### src/design/occk_pkg.sv
package occk_pkg;

    // timing base
    localparam longint OCCK_SYS_HZ = 25_000_000;
    localparam longint OCCK_LO_BASE_HZ = 500_000;
    localparam longint OCCK_HI_BASE_HZ = 16_000_000;
    localparam int OCCK_NCO_BITS = 16;
    // phase increments per sys_clk cycle for the two internal base rates
    localparam logic [15:0] OCCK_LO_INC = 16'((OCCK_LO_BASE_HZ << OCCK_NCO_BITS) / OCCK_SYS_HZ);
    localparam logic [15:0] OCCK_HI_INC = 16'((OCCK_HI_BASE_HZ << OCCK_NCO_BITS) / OCCK_SYS_HZ);

    // start-up counter: 1024 oscillator input cycles
    localparam int OCCK_STARTUP_CYCLES = 1024;
    localparam logic [10:0] OCCK_STARTUP_LAST = 11'(OCCK_STARTUP_CYCLES - 1);

    // clock-source-select codes of the first configuration word
    localparam logic [2:0] OCCK_SRC_RC_CLK = 3'h7;
    localparam logic [2:0] OCCK_SRC_RC_IO = 3'h6;
    localparam logic [2:0] OCCK_SRC_INT_CLK = 3'h5;
    localparam logic [2:0] OCCK_SRC_INT_IO = 3'h4;
    localparam logic [2:0] OCCK_SRC_EXT = 3'h3;
    localparam logic [2:0] OCCK_SRC_HI_GAIN = 3'h2;
    localparam logic [2:0] OCCK_SRC_MID_GAIN = 3'h1;
    localparam logic [2:0] OCCK_SRC_LO_POWER = 3'h0;

    // register byte offsets
    localparam logic [3:0] OCCK_OFS_CTRL = 4'h0;
    localparam logic [3:0] OCCK_OFS_TRIM = 4'h4;
    localparam logic [3:0] OCCK_OFS_CFG = 4'h8;

    // control register fields
    localparam int OCCK_CTRL_SEL_LSB = 4;
    localparam int OCCK_CTRL_LOCKED_BIT = 3;
    localparam int OCCK_CTRL_STABLE_BIT = 2;
    localparam logic [1:0] OCCK_FREQ_SEL_RST = 2'h2;
    localparam logic [5:0] OCCK_TRIM_RST = 6'h00;

    typedef enum logic [2:0] {
        OCCK_LO_POWER, OCCK_MID_GAIN, OCCK_HI_GAIN, OCCK_EXT, OCCK_INT_IO, OCCK_INT_CLK,
        OCCK_RC_IO, OCCK_RC_CLK
    } occk_mode_t;

    typedef enum logic [1:0] {
        OCCK_SU_CAPTURE, OCCK_SU_COUNT, OCCK_SU_RUN, OCCK_SU_SLEEP
    } occk_su_t;

    typedef struct packed {
        logic read;
        logic write;
        logic [3:0] address;
        logic [3:0] byteenable;
        logic [31:0] writedata;
    } occk_av_req_t;

    typedef struct packed {
        logic [31:0] readdata;
        logic waitrequest;
    } occk_av_rsp_t;

    typedef struct packed {
        logic cfg_taken;
        occk_mode_t mode;
        logic high_range;
        occk_su_t su;
        logic [10:0] su_cnt;
        logic pin_s1;
        logic pin_s2;
        logic pin_s3;
        logic [1:0] freq_sel;
        logic [1:0] act_sel;
        logic [2:0] ps_cnt;
        logic [15:0] nco_acc;
        logic [15:0] nco_inc;
        logic [11:0] slew_cnt;
        logic [5:0] trim;
        logic [11:0] age;
        logic locked;
        logic stable;
        logic [1:0] div4;
        logic fosc_tick;
        logic core_run;
        logic out_o;
        logic out_oe;
        logic in_free;
        logic out_free;
        logic [1:0] gain;
        logic waitreq;
        logic [31:0] rdata;
    } occk_state_t;

    localparam occk_state_t OCCK_STATE_RST = '{
        mode: OCCK_LO_POWER, su: OCCK_SU_CAPTURE, freq_sel: OCCK_FREQ_SEL_RST,
        act_sel: OCCK_FREQ_SEL_RST, trim: OCCK_TRIM_RST, waitreq: 1'b1, default: '0
    };

endpackage

### src/design/occk_top.sv
// Register access over Avalon-MM and the address map were chosen for this implementation.
`timescale 1ns/1ps
// How it works
// - eight clock source modes, picked by the configuration word, not software.
// - external RC mode drives the output pin with system clock divided by four.
// - RC pins-free mode takes RC on input pin, frees output pin for I/O.
// - internal with clock output frees input pin, drives output pin at frequency/4.
// - internal without clock output frees both oscillator pins.
// - external clock mode takes the input pin clock and frees the output pin.
// - internal base is 500 kHz, or 16 MHz when high range is configured.
// - high range is fixed at configuration; software picks among four frequencies.
// - two-bit select divides by 1, 2, 4 or 8 for codes 11 to 00.
// - every reset loads the frequency select with 10.
// - a new frequency applies without restarting the running source.
// - locked status bit 3 reads 1 once within 2 percent, else 0.
// - control register bits 7-6 and 1-0 read zero.
// - six-bit two's complement trim, writable, resets to zero.
// - trim change slews frequency gradually; stable bit 2 reads 0 until the slew completes.
// - trim register bits 7-6 read zero.
// - source codes 111 RC out, 110 RC io, 101/100 internal, 011 ext, 010-000 crystal.
// - crystal modes wait 1024 input cycles before release from reset or sleep.
// - external clock mode releases at once, no start-up count.
module occk_top #(
    parameter logic [11:0] LOCK_TICKS = 12'h040,
    parameter logic [11:0] STABLE_TICKS = 12'h100,
    parameter logic [15:0] TRIM_STEP = 16'h0010,
    parameter logic [11:0] SLEW_CYCLES = 12'h010
) (
    // clock and reset
    input wire logic sys_clk,
    input wire logic rst_n,
    // programmed configuration word, caught after reset release
    input wire logic [2:0] cfg_clk_source,
    input wire logic cfg_high_range,
    // power state from the core
    input wire logic sleep_req,
    // oscillator pins
    input wire logic osc_input_pin,
    output logic osc_output_pin_o,
    output logic osc_output_pin_oe,
    output logic osc_input_pin_free,
    output logic osc_output_pin_free,
    output logic [1:0] crystal_gain,
    // system clock enable and release
    output logic fosc_tick,
    output logic core_run,
    // register bus
    input wire occk_pkg::occk_av_req_t av_req,
    output occk_pkg::occk_av_rsp_t av_rsp
);
    import occk_pkg::*;

    occk_state_t s_q;
    occk_state_t s_d;
    logic pin_rise;
    logic base_tick;
    logic int_tick;
    logic src_tick;
    logic xtal;
    logic [16:0] nco_sum;
    logic [15:0] nominal;
    logic [15:0] target;
    logic [15:0] trim_ext;
    logic [2:0] ps_mask;
    logic [7:0] ctrl_rd;
    logic [7:0] trim_rd;
    logic [7:0] cfg_rd;
    logic [31:0] rd_mux;

    function automatic occk_mode_t decode_mode(input logic [2:0] code);
        occk_mode_t m;
        unique case (code)
            OCCK_SRC_RC_CLK: m = OCCK_RC_CLK;
            OCCK_SRC_RC_IO: m = OCCK_RC_IO;
            OCCK_SRC_INT_CLK: m = OCCK_INT_CLK;
            OCCK_SRC_INT_IO: m = OCCK_INT_IO;
            OCCK_SRC_EXT: m = OCCK_EXT;
            OCCK_SRC_HI_GAIN: m = OCCK_HI_GAIN;
            OCCK_SRC_MID_GAIN: m = OCCK_MID_GAIN;
            OCCK_SRC_LO_POWER: m = OCCK_LO_POWER;
        endcase
        return m;
    endfunction

    function automatic logic is_crystal(input occk_mode_t m);
        return (m == OCCK_LO_POWER) || (m == OCCK_MID_GAIN) || (m == OCCK_HI_GAIN);
    endfunction

    function automatic logic is_internal(input occk_mode_t m);
        return (m == OCCK_INT_IO) || (m == OCCK_INT_CLK);
    endfunction

    always_comb begin
        s_d = s_q;
        // pin synchroniser; only the second and third stages feed logic
        s_d.pin_s1 = osc_input_pin;
        s_d.pin_s2 = s_q.pin_s1;
        s_d.pin_s3 = s_q.pin_s2;
        pin_rise = s_q.pin_s2 & ~s_q.pin_s3;
        xtal = is_crystal(s_q.mode);

        // internal source model: a phase accumulator stands in for the analog oscillator
        nominal = cfg_high_range ? OCCK_HI_INC : OCCK_LO_INC;
        if (s_q.cfg_taken) begin
            nominal = s_q.high_range ? OCCK_HI_INC : OCCK_LO_INC;
        end
        trim_ext = {{10{s_q.trim[5]}}, s_q.trim};
        target = nominal + 16'(trim_ext * TRIM_STEP);
        nco_sum = {1'b0, s_q.nco_acc} + {1'b0, s_q.nco_inc};
        base_tick = s_q.cfg_taken & nco_sum[16];
        s_d.nco_acc = nco_sum[15:0];

        // slew the increment one step at a time so the frequency drifts, not jumps
        if (s_q.cfg_taken) begin
            if (s_q.slew_cnt == SLEW_CYCLES - 12'h001) begin
                s_d.slew_cnt = '0;
                if (s_q.nco_inc < target) begin
                    s_d.nco_inc = s_q.nco_inc + 16'h0001;
                end else if (s_q.nco_inc > target) begin
                    s_d.nco_inc = s_q.nco_inc - 16'h0001;
                end
            end else begin
                s_d.slew_cnt = s_q.slew_cnt + 12'h001;
            end
        end

        // lock and accuracy status follow the age of the running source
        if (base_tick && s_q.age != STABLE_TICKS) begin
            s_d.age = s_q.age + 12'h001;
        end
        s_d.locked = s_q.age >= LOCK_TICKS;
        s_d.stable = (s_q.age >= STABLE_TICKS) && (s_q.nco_inc == target);

        // postscaler; the ratio only changes when all ratios share an edge
        unique case (s_q.act_sel)
            2'h3: ps_mask = 3'h0;
            2'h2: ps_mask = 3'h1;
            2'h1: ps_mask = 3'h3;
            2'h0: ps_mask = 3'h7;
        endcase
        int_tick = base_tick && ((s_q.ps_cnt & ps_mask) == ps_mask);
        if (base_tick) begin
            s_d.ps_cnt = s_q.ps_cnt + 3'h1;
            if (s_q.ps_cnt == 3'h7) begin
                s_d.act_sel = s_q.freq_sel;
            end
        end

        // system clock: internal postscaler output or the external pin edges
        src_tick = is_internal(s_q.mode) ? int_tick : (s_q.cfg_taken & pin_rise);
        if (src_tick) begin
            s_d.div4 = s_q.div4 + 2'h1;
        end

        // start-up sequencing
        unique case (s_q.su)
            OCCK_SU_CAPTURE: begin
                s_d.cfg_taken = 1'b1;
                s_d.mode = decode_mode(cfg_clk_source);
                s_d.high_range = cfg_high_range;
                s_d.nco_inc = nominal;
                s_d.su_cnt = '0;
                s_d.su = is_crystal(decode_mode(cfg_clk_source)) ?
                    OCCK_SU_COUNT : OCCK_SU_RUN;
            end
            OCCK_SU_COUNT: begin
                if (pin_rise) begin
                    if (s_q.su_cnt == OCCK_STARTUP_LAST) begin
                        s_d.su = OCCK_SU_RUN;
                    end else begin
                        s_d.su_cnt = s_q.su_cnt + 11'h001;
                    end
                end
            end
            OCCK_SU_RUN: begin
                if (sleep_req) begin
                    s_d.su = OCCK_SU_SLEEP;
                end
            end
            OCCK_SU_SLEEP: begin
                if (!sleep_req) begin
                    s_d.su_cnt = '0;
                    s_d.su = xtal ? OCCK_SU_COUNT : OCCK_SU_RUN;
                end
            end
        endcase
        s_d.core_run = (s_d.su == OCCK_SU_RUN);
        s_d.fosc_tick = src_tick & (s_q.su == OCCK_SU_RUN);

        // pin roles per mode
        s_d.out_o = 1'b0;
        s_d.out_oe = 1'b0;
        s_d.in_free = 1'b0;
        s_d.out_free = 1'b0;
        s_d.gain = 2'h0;
        if (s_q.cfg_taken) begin
            unique case (s_q.mode)
                OCCK_RC_CLK: begin
                    s_d.out_oe = 1'b1;
                    s_d.out_o = s_q.div4[1];
                end
                OCCK_RC_IO: s_d.out_free = 1'b1;
                OCCK_INT_CLK: begin
                    s_d.in_free = 1'b1;
                    s_d.out_oe = 1'b1;
                    s_d.out_o = s_q.div4[1];
                end
                OCCK_INT_IO: begin
                    s_d.in_free = 1'b1;
                    s_d.out_free = 1'b1;
                end
                OCCK_EXT: s_d.out_free = 1'b1;
                OCCK_HI_GAIN: s_d.gain = 2'h2;
                OCCK_MID_GAIN: s_d.gain = 2'h1;
                OCCK_LO_POWER: s_d.gain = 2'h0;
            endcase
        end

        // register bus: one wait cycle, then waitrequest low for exactly one cycle
        ctrl_rd = {2'h0, s_q.freq_sel, s_q.locked, s_q.stable, 2'h0};
        trim_rd = {2'h0, s_q.trim};
        cfg_rd = {3'h0, s_q.core_run, s_q.high_range, 3'(s_q.mode)};
        unique case (av_req.address)
            OCCK_OFS_CTRL: rd_mux = {24'h00_0000, ctrl_rd};
            OCCK_OFS_TRIM: rd_mux = {24'h00_0000, trim_rd};
            OCCK_OFS_CFG: rd_mux = {24'h00_0000, cfg_rd};
            default: rd_mux = 32'h0000_0000;
        endcase
        if (s_q.waitreq) begin
            if (av_req.read || av_req.write) begin
                s_d.waitreq = 1'b0;
                s_d.rdata = av_req.read ? rd_mux : 32'h0000_0000;
            end
        end else begin
            s_d.waitreq = 1'b1;
            s_d.rdata = 32'h0000_0000;
            // the write lands on the edge where the master sees waitrequest low
            if (av_req.write && av_req.byteenable[0]) begin
                if (av_req.address == OCCK_OFS_CTRL) begin
                    s_d.freq_sel = av_req.writedata[OCCK_CTRL_SEL_LSB +: 2];
                end
                if (av_req.address == OCCK_OFS_TRIM) begin
                    s_d.trim = av_req.writedata[5:0];
                end
            end
        end
    end

    always_ff @(posedge sys_clk or negedge rst_n) begin
        if (!rst_n) begin
            s_q <= OCCK_STATE_RST;
        end else begin
            s_q <= s_d;
        end
    end

    assign osc_output_pin_o = s_q.out_o;
    assign osc_output_pin_oe = s_q.out_oe;
    assign osc_input_pin_free = s_q.in_free;
    assign osc_output_pin_free = s_q.out_free;
    assign crystal_gain = s_q.gain;
    assign fosc_tick = s_q.fosc_tick;
    assign core_run = s_q.core_run;
    assign av_rsp.readdata = s_q.rdata;
    assign av_rsp.waitrequest = s_q.waitreq;
endmodule

### config.mk
export PLATFORM = sky130hd
export DESIGN_NAME = occk_top
export DESIGN_NICKNAME = d
export VERILOG_FILES = /design/src/design/occk_pkg.sv /design/src/design/occk_top.sv
export SDC_FILE = /design/constraint.sdc
export NUM_CORES = 1
export LEC_CHECK = 0
export ABC_AREA = 1
export BUFFER_PORTS_ARGS = -buffer_cell sky130_fd_sc_hd__buf_2
export CAP_MARGIN = 10
export CORE_ASPECT_RATIO = 0.8
export CORE_MARGIN = 2
export CORE_UTILIZATION = 50
export DETAILED_ROUTE_END_ITERATION = 16
export HOLD_SLACK_MARGIN = 0.05
export PLACE_DENSITY = 0.72
export SLEW_MARGIN = 0
export SYNTH_ARGS = -nofsm -noshare
export SYNTH_HDL_FRONTEND = slang
export SYNTH_SLANG_ARGS = --single-unit
### constraint.sdc
create_clock -name sys_clk -period 8.3 [get_ports sys_clk]
set_input_delay 1.245 -clock sys_clk [delete_from_list [all_inputs] [get_ports sys_clk]]
set_output_delay 1.245 -clock sys_clk [all_outputs]
set_load 0.05 [all_outputs]
==> out/qor.yml, run 1 <==
cts_root_buf: "clkbuf_16"
avgSynthCellArea_um2: 7.948
syn_inst: 937
cts_sinks: 109
dpl.hpwl_mm: 11.69
grtUsageTotal: 0.2085
core_area_mm2: 0.01440
postCtsResizedCells: 0
syn2layout_area_growth_pct: 6.384
ys_warn_count: 0
p_seq_frac: 0.472
crit_type: "input pin to flop"
die_h_um: 113.2
cp_top_family: "simple AND/OR/NAND/NOR gates"
place_congestion: 0.9189
fin_crit_sh: 0.6601
port_buffers: 35
slowest_stage: "ha_1"
pre_cts_ws_ns: 2.544
intPower_mw: 0.8172
ctsHoldBuffers: 0
synth_seq_cells: 109
cts_buffer_depth: 2
synth.distinct_cells: 56
slew_violations: 0
antenna_found_initial: 0
sw_frac_of_total: 0.3101
nNetsFinal: 1076
cp_max_fo: 19
die-area_mm2: 0.01589
maxCapViolCount: 0
antenna_cells: 0
synth_seq_area_share: 0.3668
wl_met3_um: 887
worst_pin_slew_ns: 0.8138
synth_flop_cell: "dfrtp_1"
rsz0062_at_grt: "false"
clkLatencyLatePin_ns: 0.37
skew_ns: 0.01097
cts_tree: "done"
relSlewSlack: 0.4575
final.setup.tns_ns: 0
synth_edf_count: 0
drt_iter0_markers: 452
vias_per_cell: 5.249
ir_worst_vdd_v: 0.00008248
clk_pin_slew_worst_paths_ns: 0.07
ff2ff_setup_slack_ns: 3.27
p_per_area_mw_per_mm2: 149.5
vias: 6057
grt_overflow: 0
setup_viol: 0
status: "complete, no violations"
pwr-share-comb: 0.161
start_kind: "input pin"
met2_length_mm: 6.421
htreeDepth: 3
drcViolationCount: 0
grt_first_pass_wirelength_mm: 26.78
wl_met1_mm: 8.032
path_buf_inv: 3
cts_inserted_buffers: 9
final-hold-violation-count: 0
async_reset_ff_frac: 1.000
grt_max_degree: 66
start_util: 0.5173
drt-total-wl_mm: 15.53
drive_gt1_frac: 0.1103
die_w_um: 140.4
ant_nets: 0
setup_ws_ns: 2.821
finalCriticalPeriod_ns: 5.479
max_freq_mhz: 182.5
power.leakage_nw: 4.039
worstSetupEndpointType: "flop"
cts_setup_buffers: 0
post_dp_cell_area_mm2: 0.007624
detail_route.first_pass.iterations: 5
clkPwrFrac: 0.367
top_layer: "met4"
synth_area_mm2: 0.007447
post_drt_wl_per_cell_um: 13.46
grt_pass1_vias: 5609
p_sw_mw: 0.3673
ios: 91
arrival_ns: 5.73
cpMostUsedCell: "nand2_1"
final_cell_area_mm2: 0.007923
required_ns: 8.55
fp-row-count: 39
hold_path.class: "flop to flop"
cp_slowest_stage_delay_ns: 0.50
## registers in the layout (all words and copies together) (netlist names)
register	count
ctrl_rd	4
osc_output_pin_oe	1
osc_input_pin_free	1
osc_output_pin_o	1
osc_output_pin_free	1
av_rsp	7
crystal_gain	2
s_q	84
core_run	1
fosc_tick	1
s_d	2
cfg_rd	4
## cell usage after synthesis (14+ instances only)
library cell / count / area, um2
a21oi_1: 47 / 235.2
xor2_1: 30 / 262.8
ha_1: 59 / 738.2
nand3_1: 76 / 380.4
nand4_1: 14 / 87.58
nand2_1: 215 / 807.0
xnor2_1: 14 / 122.6
dfrtp_1: 106 / 2653
inv_1: 109 / 409.1
o21ai_0: 37 / 185.2
nor2_1: 67 / 251.5
buf_4: 36 / 270.3
o21ai_2: 15 / 131.4
nor3_1: 18 / 90.09
## path summary, 6_finish.rpt
| check | from | to | depth (start not counted) |
|---|---|---|---|
| hold reg to reg | s_d[115] | s_d[114] | 0 |
| hold / removal | s_d[115] | s_d[114] | 0 |
| max in group asynchronous | rst_n | s_q[83] | 2 |
| setup reg to reg | s_q[134] | s_q[89] | 24 |
| min in group asynchronous | rst_n | s_q[95] | 1 |
| setup / recovery | cfg_high_range | s_q[89] | 25 |
## routing by layer
layer	vias up	global-route usage
li1	3069	-
met1	2806	0.3111
met2	168	0.3095
met3	14	0.03936
met4	0	0.05926
met5	-	0
## power groups by stage
stage | Clock (mW) | Sequential, mW | Combinational (mW)
after floorplan | 0 | 0.564 | 0.157
after global placement | 0 | 0.570 | 0.186
after detailed placement | 0 | 0.570 | 0.189
after CTS | 0.450 | 0.559 | 0.190
after global routing | 0.467 | 0.562 | 0.217
final | 0.434 | 0.560 | 0.191
## cell usage in the layout, fill, tap and decap left out, types with 5 or more instances in the layout
cell / netlist / routed
ha_1: 59 / 59
nand2_2: 6 / 6
o21a_1: 5 / 5
buf_2: 2 / 34
nand4_1: 14 / 14
inv_1: 109 / 109
xnor2_1: 14 / 14
clkbuf_16: 0 / 9
xor2_1: 30 / 30
conb_1: 1 / 26
nand3_1: 76 / 76
dfrtp_1: 106 / 106
o21bai_1: 5 / 5
nor3_1: 18 / 18
nor2_2: 7 / 7
nand2_1: 215 / 215
nor2_1: 67 / 67
o21ai_2: 15 / 15
a21oi_1: 47 / 47
o21ai_0: 37 / 37
## logic make-up after synthesis
group,count (synthesis),synth area share
AOI/OAI and AO/OA,132,0.1084
and+or+nand+nor,426,0.2576
buffers and inverters,160,0.1045
adders and majority gates,61,0.1045
muxes,4,0.006048
other,1,0.0005035
DFF,109,0.3668
xor gates and xnor gates,44,0.05175
## final cells by class
type,instances,area [um2]
Clock buffer,9,225.2
Clock inverter,7,73.82
Fill cell,1295,6472
Inverter,114,430.4
Multi-Input combinational cell,693,4031
Sequential cell,109,2731
Tap cell,184,230.2
Timing Repair Buffer,38,200.2
## stage by stage
stage | total power, mW | cells | hold slack, ns | util
3_3_place_gp | 0.7558 | 1138 | 0.3345 | 0.5296
6_report | 1.184 | 1154 | 0.3537 | 0.5504
3_5_place_dp | 0.7592 | 1138 | 0.3385 | 0.5296
2_1_floorplan | 0.7209 | 962 | 0.3312 | -
4_1_cts | 1.200 | 1154 | 0.3571 | 0.5504
5_1_grt | 1.246 | 1154 | 0.3596 | 0.5504
(Power assumes the default switching activity.)
==> inputs of run 2 (changes only) <==
- clock period: 8.3 -> 5.5 ns (I/O delays scaled with it)
==> run 2 against run 1 <==
  * Design area rose by 0.88%
  * Total power is 59% higher
  * Clock power grew 73%
  * Global-route usage decreased by 0.48 points
  * Final cell count rose by 0.17%
  * Largest power group unchanged
  * First-iteration DRC count is 21% lower
  * Via count shrank 1.2%
  * Hold slack got worse by 0.00067 ns
==> out/qor.yml, run 2 (same netlist as run 1, synthesis figures left out) <==
grt_overflow: 0  # unchanged
cts_sinks: 109  # unchanged
final_cells: 1156  # +0.17%
place_inst: 1140  # +0.18%
ctsHoldBuffers: 0  # unchanged
power.leakage_nw: 4.072  # +0.80%
dpl.hpwl_mm: 11.73  # +0.35%
worstSetupEndpointType: "flop"
cp_max_fo: 10  # -9
slew_violations: 0  # unchanged
seqCellArea_mm2: 0.002731  # unchanged
start_util: 0.5173  # unchanged
clk_pin_slew_worst_paths_ns: 0.08  # about the same
status: "complete, no violations"
die-area_mm2: 0.01589  # unchanged
cts_root_buf: "clkbuf_16"
finalCriticalPeriod_ns: 4.869
postCtsResizedCells: 0  # unchanged
met2_length_mm: 6.142  # -4.3%
die_h_um: 113.2  # unchanged
cts_setup_buffers: 0  # unchanged
drt_iter0_markers: 355  # -21%
multi_input_area_mm2: 0.004031  # unchanged
grt_pass1_vias: 5444  # -2.9%
relSlewSlack: 0.5185  # +0.06099
ir_worst_vdd_v: 0.0001503  # +82%
vias_per_cell: 5.175  # -1.4%
ant_nets: 0  # unchanged
rr_worst_depth: 25  # +4.2%
hold_depth: 0  # unchanged
post_drt_wl_per_cell_um: 13.29  # -1.3%
rsz0062_at_grt: "false"
fillCellCount: 1291  # -0.31%
core_area_mm2: 0.01440  # unchanged
hold_path.class: "flop to flop"
wl_met3_um: 795  # -10%
largest_register: "s_q"
cts_inserted_buffers: 9  # unchanged
skew_ns: 0.01366  # +0.002686 ns
die_w_um: 140.4  # unchanged
fin_crit_sh: 0.8853
wl_met1_mm: 8.249  # +2.7%
top_layer: "met4"
antenna_cells: 0  # unchanged
final.setup.tns_ns: 0  # unchanged
worst_pin_slew_ns: 0.7223  # -0.09149 ns
maxCapViolCount: 0  # unchanged
required_ns: 5.75  # -2.80 ns
total_power_mw: 1.884  # +59%
cts_buffer_depth: 2  # unchanged
place_congestion: 0.8832  # -3.9%
min_to: "s_d[114]"
drt-total-wl_mm: 15.37  # -1.1%
grt_first_pass_wirelength_mm: 26.10  # -2.5%
port_buffers: 35  # unchanged
crit_type: "input pin to flop"
htreeDepth: 3  # unchanged
syn2layout_area_growth_pct: 7.325
ios: 91  # unchanged
grtUsageTotal: 0.2036  # -0.004830
nNetsFinal: 1078  # +0.19%
grt_max_degree: 57  # -14%
drive_gt1_frac: 0.1121  # +0.001831
layout_commonest_cell: "nand2_1"
arrival_ns: 5.12  # -0.61 ns
clkLatencyLatePin_ns: 0.36  # about the same
r2r-end: "s_q[89]"
timing.rr.start: "s_q[134]"
vias: 5982  # -1.2%
fp-row-count: 39  # unchanged
final-hold-violation-count: 0  # unchanged
max_freq_mhz: 205.4
setup_viol: 0  # unchanged
antenna_found_initial: 0  # unchanged
largest_register_ffs: 84  # unchanged
detail_route.first_pass.iterations: 5  # unchanged
ff2ff_setup_slack_ns: 0.79  # -2.48 ns
drcViolationCount: 0  # unchanged
cts_tree: "done"
hp-start: "s_d[115]"
final_cell_mix: "nand2_1, inv_1, dfrtp_1, nand3_1, nor2_1"
start_kind: "input pin"
p_per_area_mw_per_mm2: 235.7  # +58%
[run 2: changes by cell type in the layout (fill, tap and decap cells not counted), sizes merged]
cell | previous run | this run
inv | 118 | 115
buf | 38 | 40
bufinv | 0 | 2
clkinv | 3 | 4
[run 2: how the worst max path moves through the flow]
stage	start	to	slack, ns
final	cfg_high_range	s_q[89]	0.63
after global routing	cfg_high_range	s_q[89]	0.12
after CTS	cfg_high_range	s_q[89]	0.69
after detailed placement	cfg_high_range	s_q[89]	0.33
after global placement	cfg_high_range	s_q[89]	0.38
after floorplan	cfg_high_range	s_q[89]	1.14
[run 2: final cells by class]
class	instances	share of cell area
tap	184	0.02880
clock buffer	9	0.02818
clock inverter	7	0.01612
timing repair buffer	40	0.02693
inverter	114	0.05385
multi-input combinational	693	0.5044
sequential	109	0.3417
[run 2: per-stage QoR]
stage	area, um2	util	hold WS (ns)	setup WS, ns
global route	7993	0.5552	0.3583	0.1228
finish	7993	0.5552	0.3530	0.6307
CTS	7993	0.5552	0.3539	0.6919
global placement	7639	0.5306	0.3362	0.3782
floorplan	7541	-	0.3312	1.143
detailed placement	7639	0.5306	0.3371	0.3323
[run 2: metal layers]
metal	global-route usage	up-vias
met5	0	-
met4	0.04983	0
met3	0.03639	14
met2	0.2997	142
met1	0.3108	2737
li1	-	3089
[run 2: power breakdown]
| part | total (mW) | switching [mW] | internal [mW] |
|---|---|---|---|
| Sequential | 0.845 | 0.0252 | 0.820 |
| Clock | 0.751 | 0.335 | 0.416 |
| Combinational | 0.288 | 0.197 | 0.0911 |
[run 2: critical path: stages]
cell,delay [ns]
buf_2,0.12
o21ai_0,0.30
inv_1,0.26
ha_1,0.39
inv_1,0.06
o211ai_1,0.25
nand2_1,0.09
nand2_1,0.08
a31oi_1,0.10
xor2_1,0.17
ha_1,0.29
nand2_1,0.04
nor2_1,0.15
nor3b_2,0.21
nand2_1,0.11
nand2_2,0.23
fa_1,0.28
nand3_1,0.08
nand2_1,0.11
nand2_1,0.08
o21ai_0,0.41
nand3_1,0.20
nand2_1,0.10
nand2_1,0.05
nand3_1,0.08
nand2_1,0.05
==> inputs of run 3 (changes only) <==
- clock period: 5.5 -> 5.06 ns (I/O delays scaled with it)
==> run 3 against run 2 <==
  * Clock power shrank 2%
  * Sequential cell count is the same
  * Sequential share of layout area about the same
  * Global-route usage up 0.58 points
  * Combinational power increased by 12%
  * Design area about the same
  * Non-clock buffer count rose by 5
  * Total power up 4.9%
==> out/qor.yml, run 3 (same netlist as run 1, synthesis figures left out) <==
status: "complete, no violations"
seqCellArea_mm2: 0.002731  # unchanged
dpl.hpwl_mm: 11.94  # +1.8%
skew_ns: 0.01445  # +0.0007897 ns
grtUsageTotal: 0.2095  # +0.005826
final_cell_mix: "nand2_1, inv_1, dfrtp_1, nand3_1, nor2_1"
final-hold-violation-count: 0  # unchanged
power.leakage_nw: 4.074  # about the same
hold_path.class: "flop to flop"
grt_overflow: 0  # unchanged
cp_max_fo: 14  # +4
max_freq_mhz: 223.8
cts_buffer_depth: 2  # unchanged
hold_slack_ns: 0.3522  # -0.0008020 ns
ir_worst_vdd_v: 0.0001580  # +5.1%
place_congestion: 0.8868  # +0.41%
drt-total-wl_mm: 15.72  # +2.3%
antenna_cells: 0  # unchanged
largest_register_ffs: 84  # unchanged
arrival_ns: 4.72  # -0.40 ns
fin_util: 0.5553  # about the same
slew_violations: 0  # unchanged
final.setup.tns_ns: 0  # unchanged
syn2layout_area_growth_pct: 7.342  # about the same
layout_commonest_cell: "nand2_1"
total_power_mw: 1.976  # +4.9%
drt_iter0_markers: 384  # +8.2%
crit_type: "input pin to flop"
multi_input_area_mm2: 0.004031  # unchanged
clk_pin_slew_worst_paths_ns: 0.08  # about the same
vias_per_cell: 5.223  # +0.93%
cts_sinks: 109  # unchanged
finalCriticalPeriod_ns: 4.468
postCtsResizedCells: 0  # unchanged
required_ns: 5.32  # -0.43 ns
final_cell_area_mm2: 0.007994  # about the same
post_drt_wl_per_cell_um: 13.54  # +1.9%
start_util: 0.5173  # unchanged
relSlewSlack: 0.3375  # -0.1810
cts_inserted_buffers: 9  # unchanged
antenna_found_initial: 0  # unchanged
start_kind: "input pin"
htreeDepth: 3  # unchanged
post_dp_cell_area_mm2: 0.007676  # +0.49%
drive_gt1_frac: 0.1167  # +0.004544
maxCapViolCount: 0  # unchanged
die_w_um: 140.4  # unchanged
grt_max_degree: 77  # +35%
largest_register: "s_q"
ant_nets: 0  # unchanged
cts_setup_buffers: 0  # unchanged
cts_tree: "done"
worst_pin_slew_ns: 0.9938  # +0.2715 ns
nNetsFinal: 1083  # +0.46%
grt_first_pass_wirelength_mm: 26.86  # +2.9%
die_h_um: 113.2  # unchanged
fin_crit_sh: 0.8830
grt_pass1_vias: 5487  # +0.79%
fillCellCount: 1315  # +1.9%
ios: 91  # unchanged
detail_route.first_pass.iterations: 5  # unchanged
drcViolationCount: 0  # unchanged
worstSetupEndpointType: "flop"
clkLatencyLatePin_ns: 0.37  # about the same
cts_root_buf: "clkbuf_16"
fp-row-count: 39  # unchanged
rsz0062_at_grt: "false"
die-area_mm2: 0.01589  # unchanged
core_area_mm2: 0.01440  # unchanged
port_buffers: 35  # unchanged
vias: 6064  # +1.4%
ctsHoldBuffers: 0  # unchanged
setup_viol: 0  # unchanged
p_per_area_mw_per_mm2: 247.2  # +4.9%
run 3: path summary, 6_finish.rpt:
kind	startpoint	to	slack, ns	cells after the start
max	cfg_high_range	s_q[89]	0.59	26
min	s_d[115]	s_d[114]	0.35	0
max reg2reg	s_q[134]	s_q[89]	0.67	25
min reg2reg	s_d[115]	s_d[114]	0.35	0
max in group asynchronous	rst_n	s_q[111]	3.45	2
min in group asynchronous	rst_n	s_q[75]	0.54	1
run 3: worst max-delay path, stage by stage:
cell and delay [ns]:
buf_2 0.12, o21ai_0 0.23, inv_1 0.13, ha_1 0.33
inv_1 0.06, o211ai_1 0.21, nand2_1 0.08, nand2_1 0.08
a31oi_1 0.09, xor2_1 0.16, ha_1 0.28, nand2_1 0.04
nor2_1 0.13, nor3b_2 0.20, nand2_1 0.12, nand2_2 0.28
fa_1 0.29, nand3_1 0.09, nand2_1 0.08, nand2_1 0.06
o21ai_0 0.44, nand3_1 0.19, nand2_1 0.10, nand2_1 0.05
nand3_1 0.07, nand2_1 0.05
run 3: layout make-up:
class	instances	share of cell area
timing repair buffer	45	0.03162
clock inverter	7	0.01158
sequential	109	0.3417
multi-input combinational	693	0.5043
clock buffer	9	0.02817
inverter	114	0.05384
tap	184	0.02880
run 3: through the flow:
step / instances / setup slack (ns)
floorplan: 962 / 0.7690
global placement: 1145 / 0.2625
detailed placement: 1145 / 0.2303
CTS: 1161 / 0.5941
global route: 1161 / 0.2280
finish: 1161 / 0.5920
run 3: layer usage:
metal  wire [um]  vias up  global-route usage
met5           0        -                   0
met4         174        0             0.04916
met3         881       16             0.04020
met2        6432      151              0.3036
met1        8236     2808              0.3227
li1            -     3089                   -
run 3: report_power, final:
| part | total (mW) | internal, mW | switching, mW | leakage (nW) |
|---|---|---|---|---|
| registers | 0.918 | 0.891 | 0.0271 | 1.39 |
| logic | 0.322 | 0.106 | 0.216 | 2.53 |
| clock network | 0.736 | 0.357 | 0.379 | 0.149 |
| total | 1.98 | 1.35 | 0.623 | 4.07 |
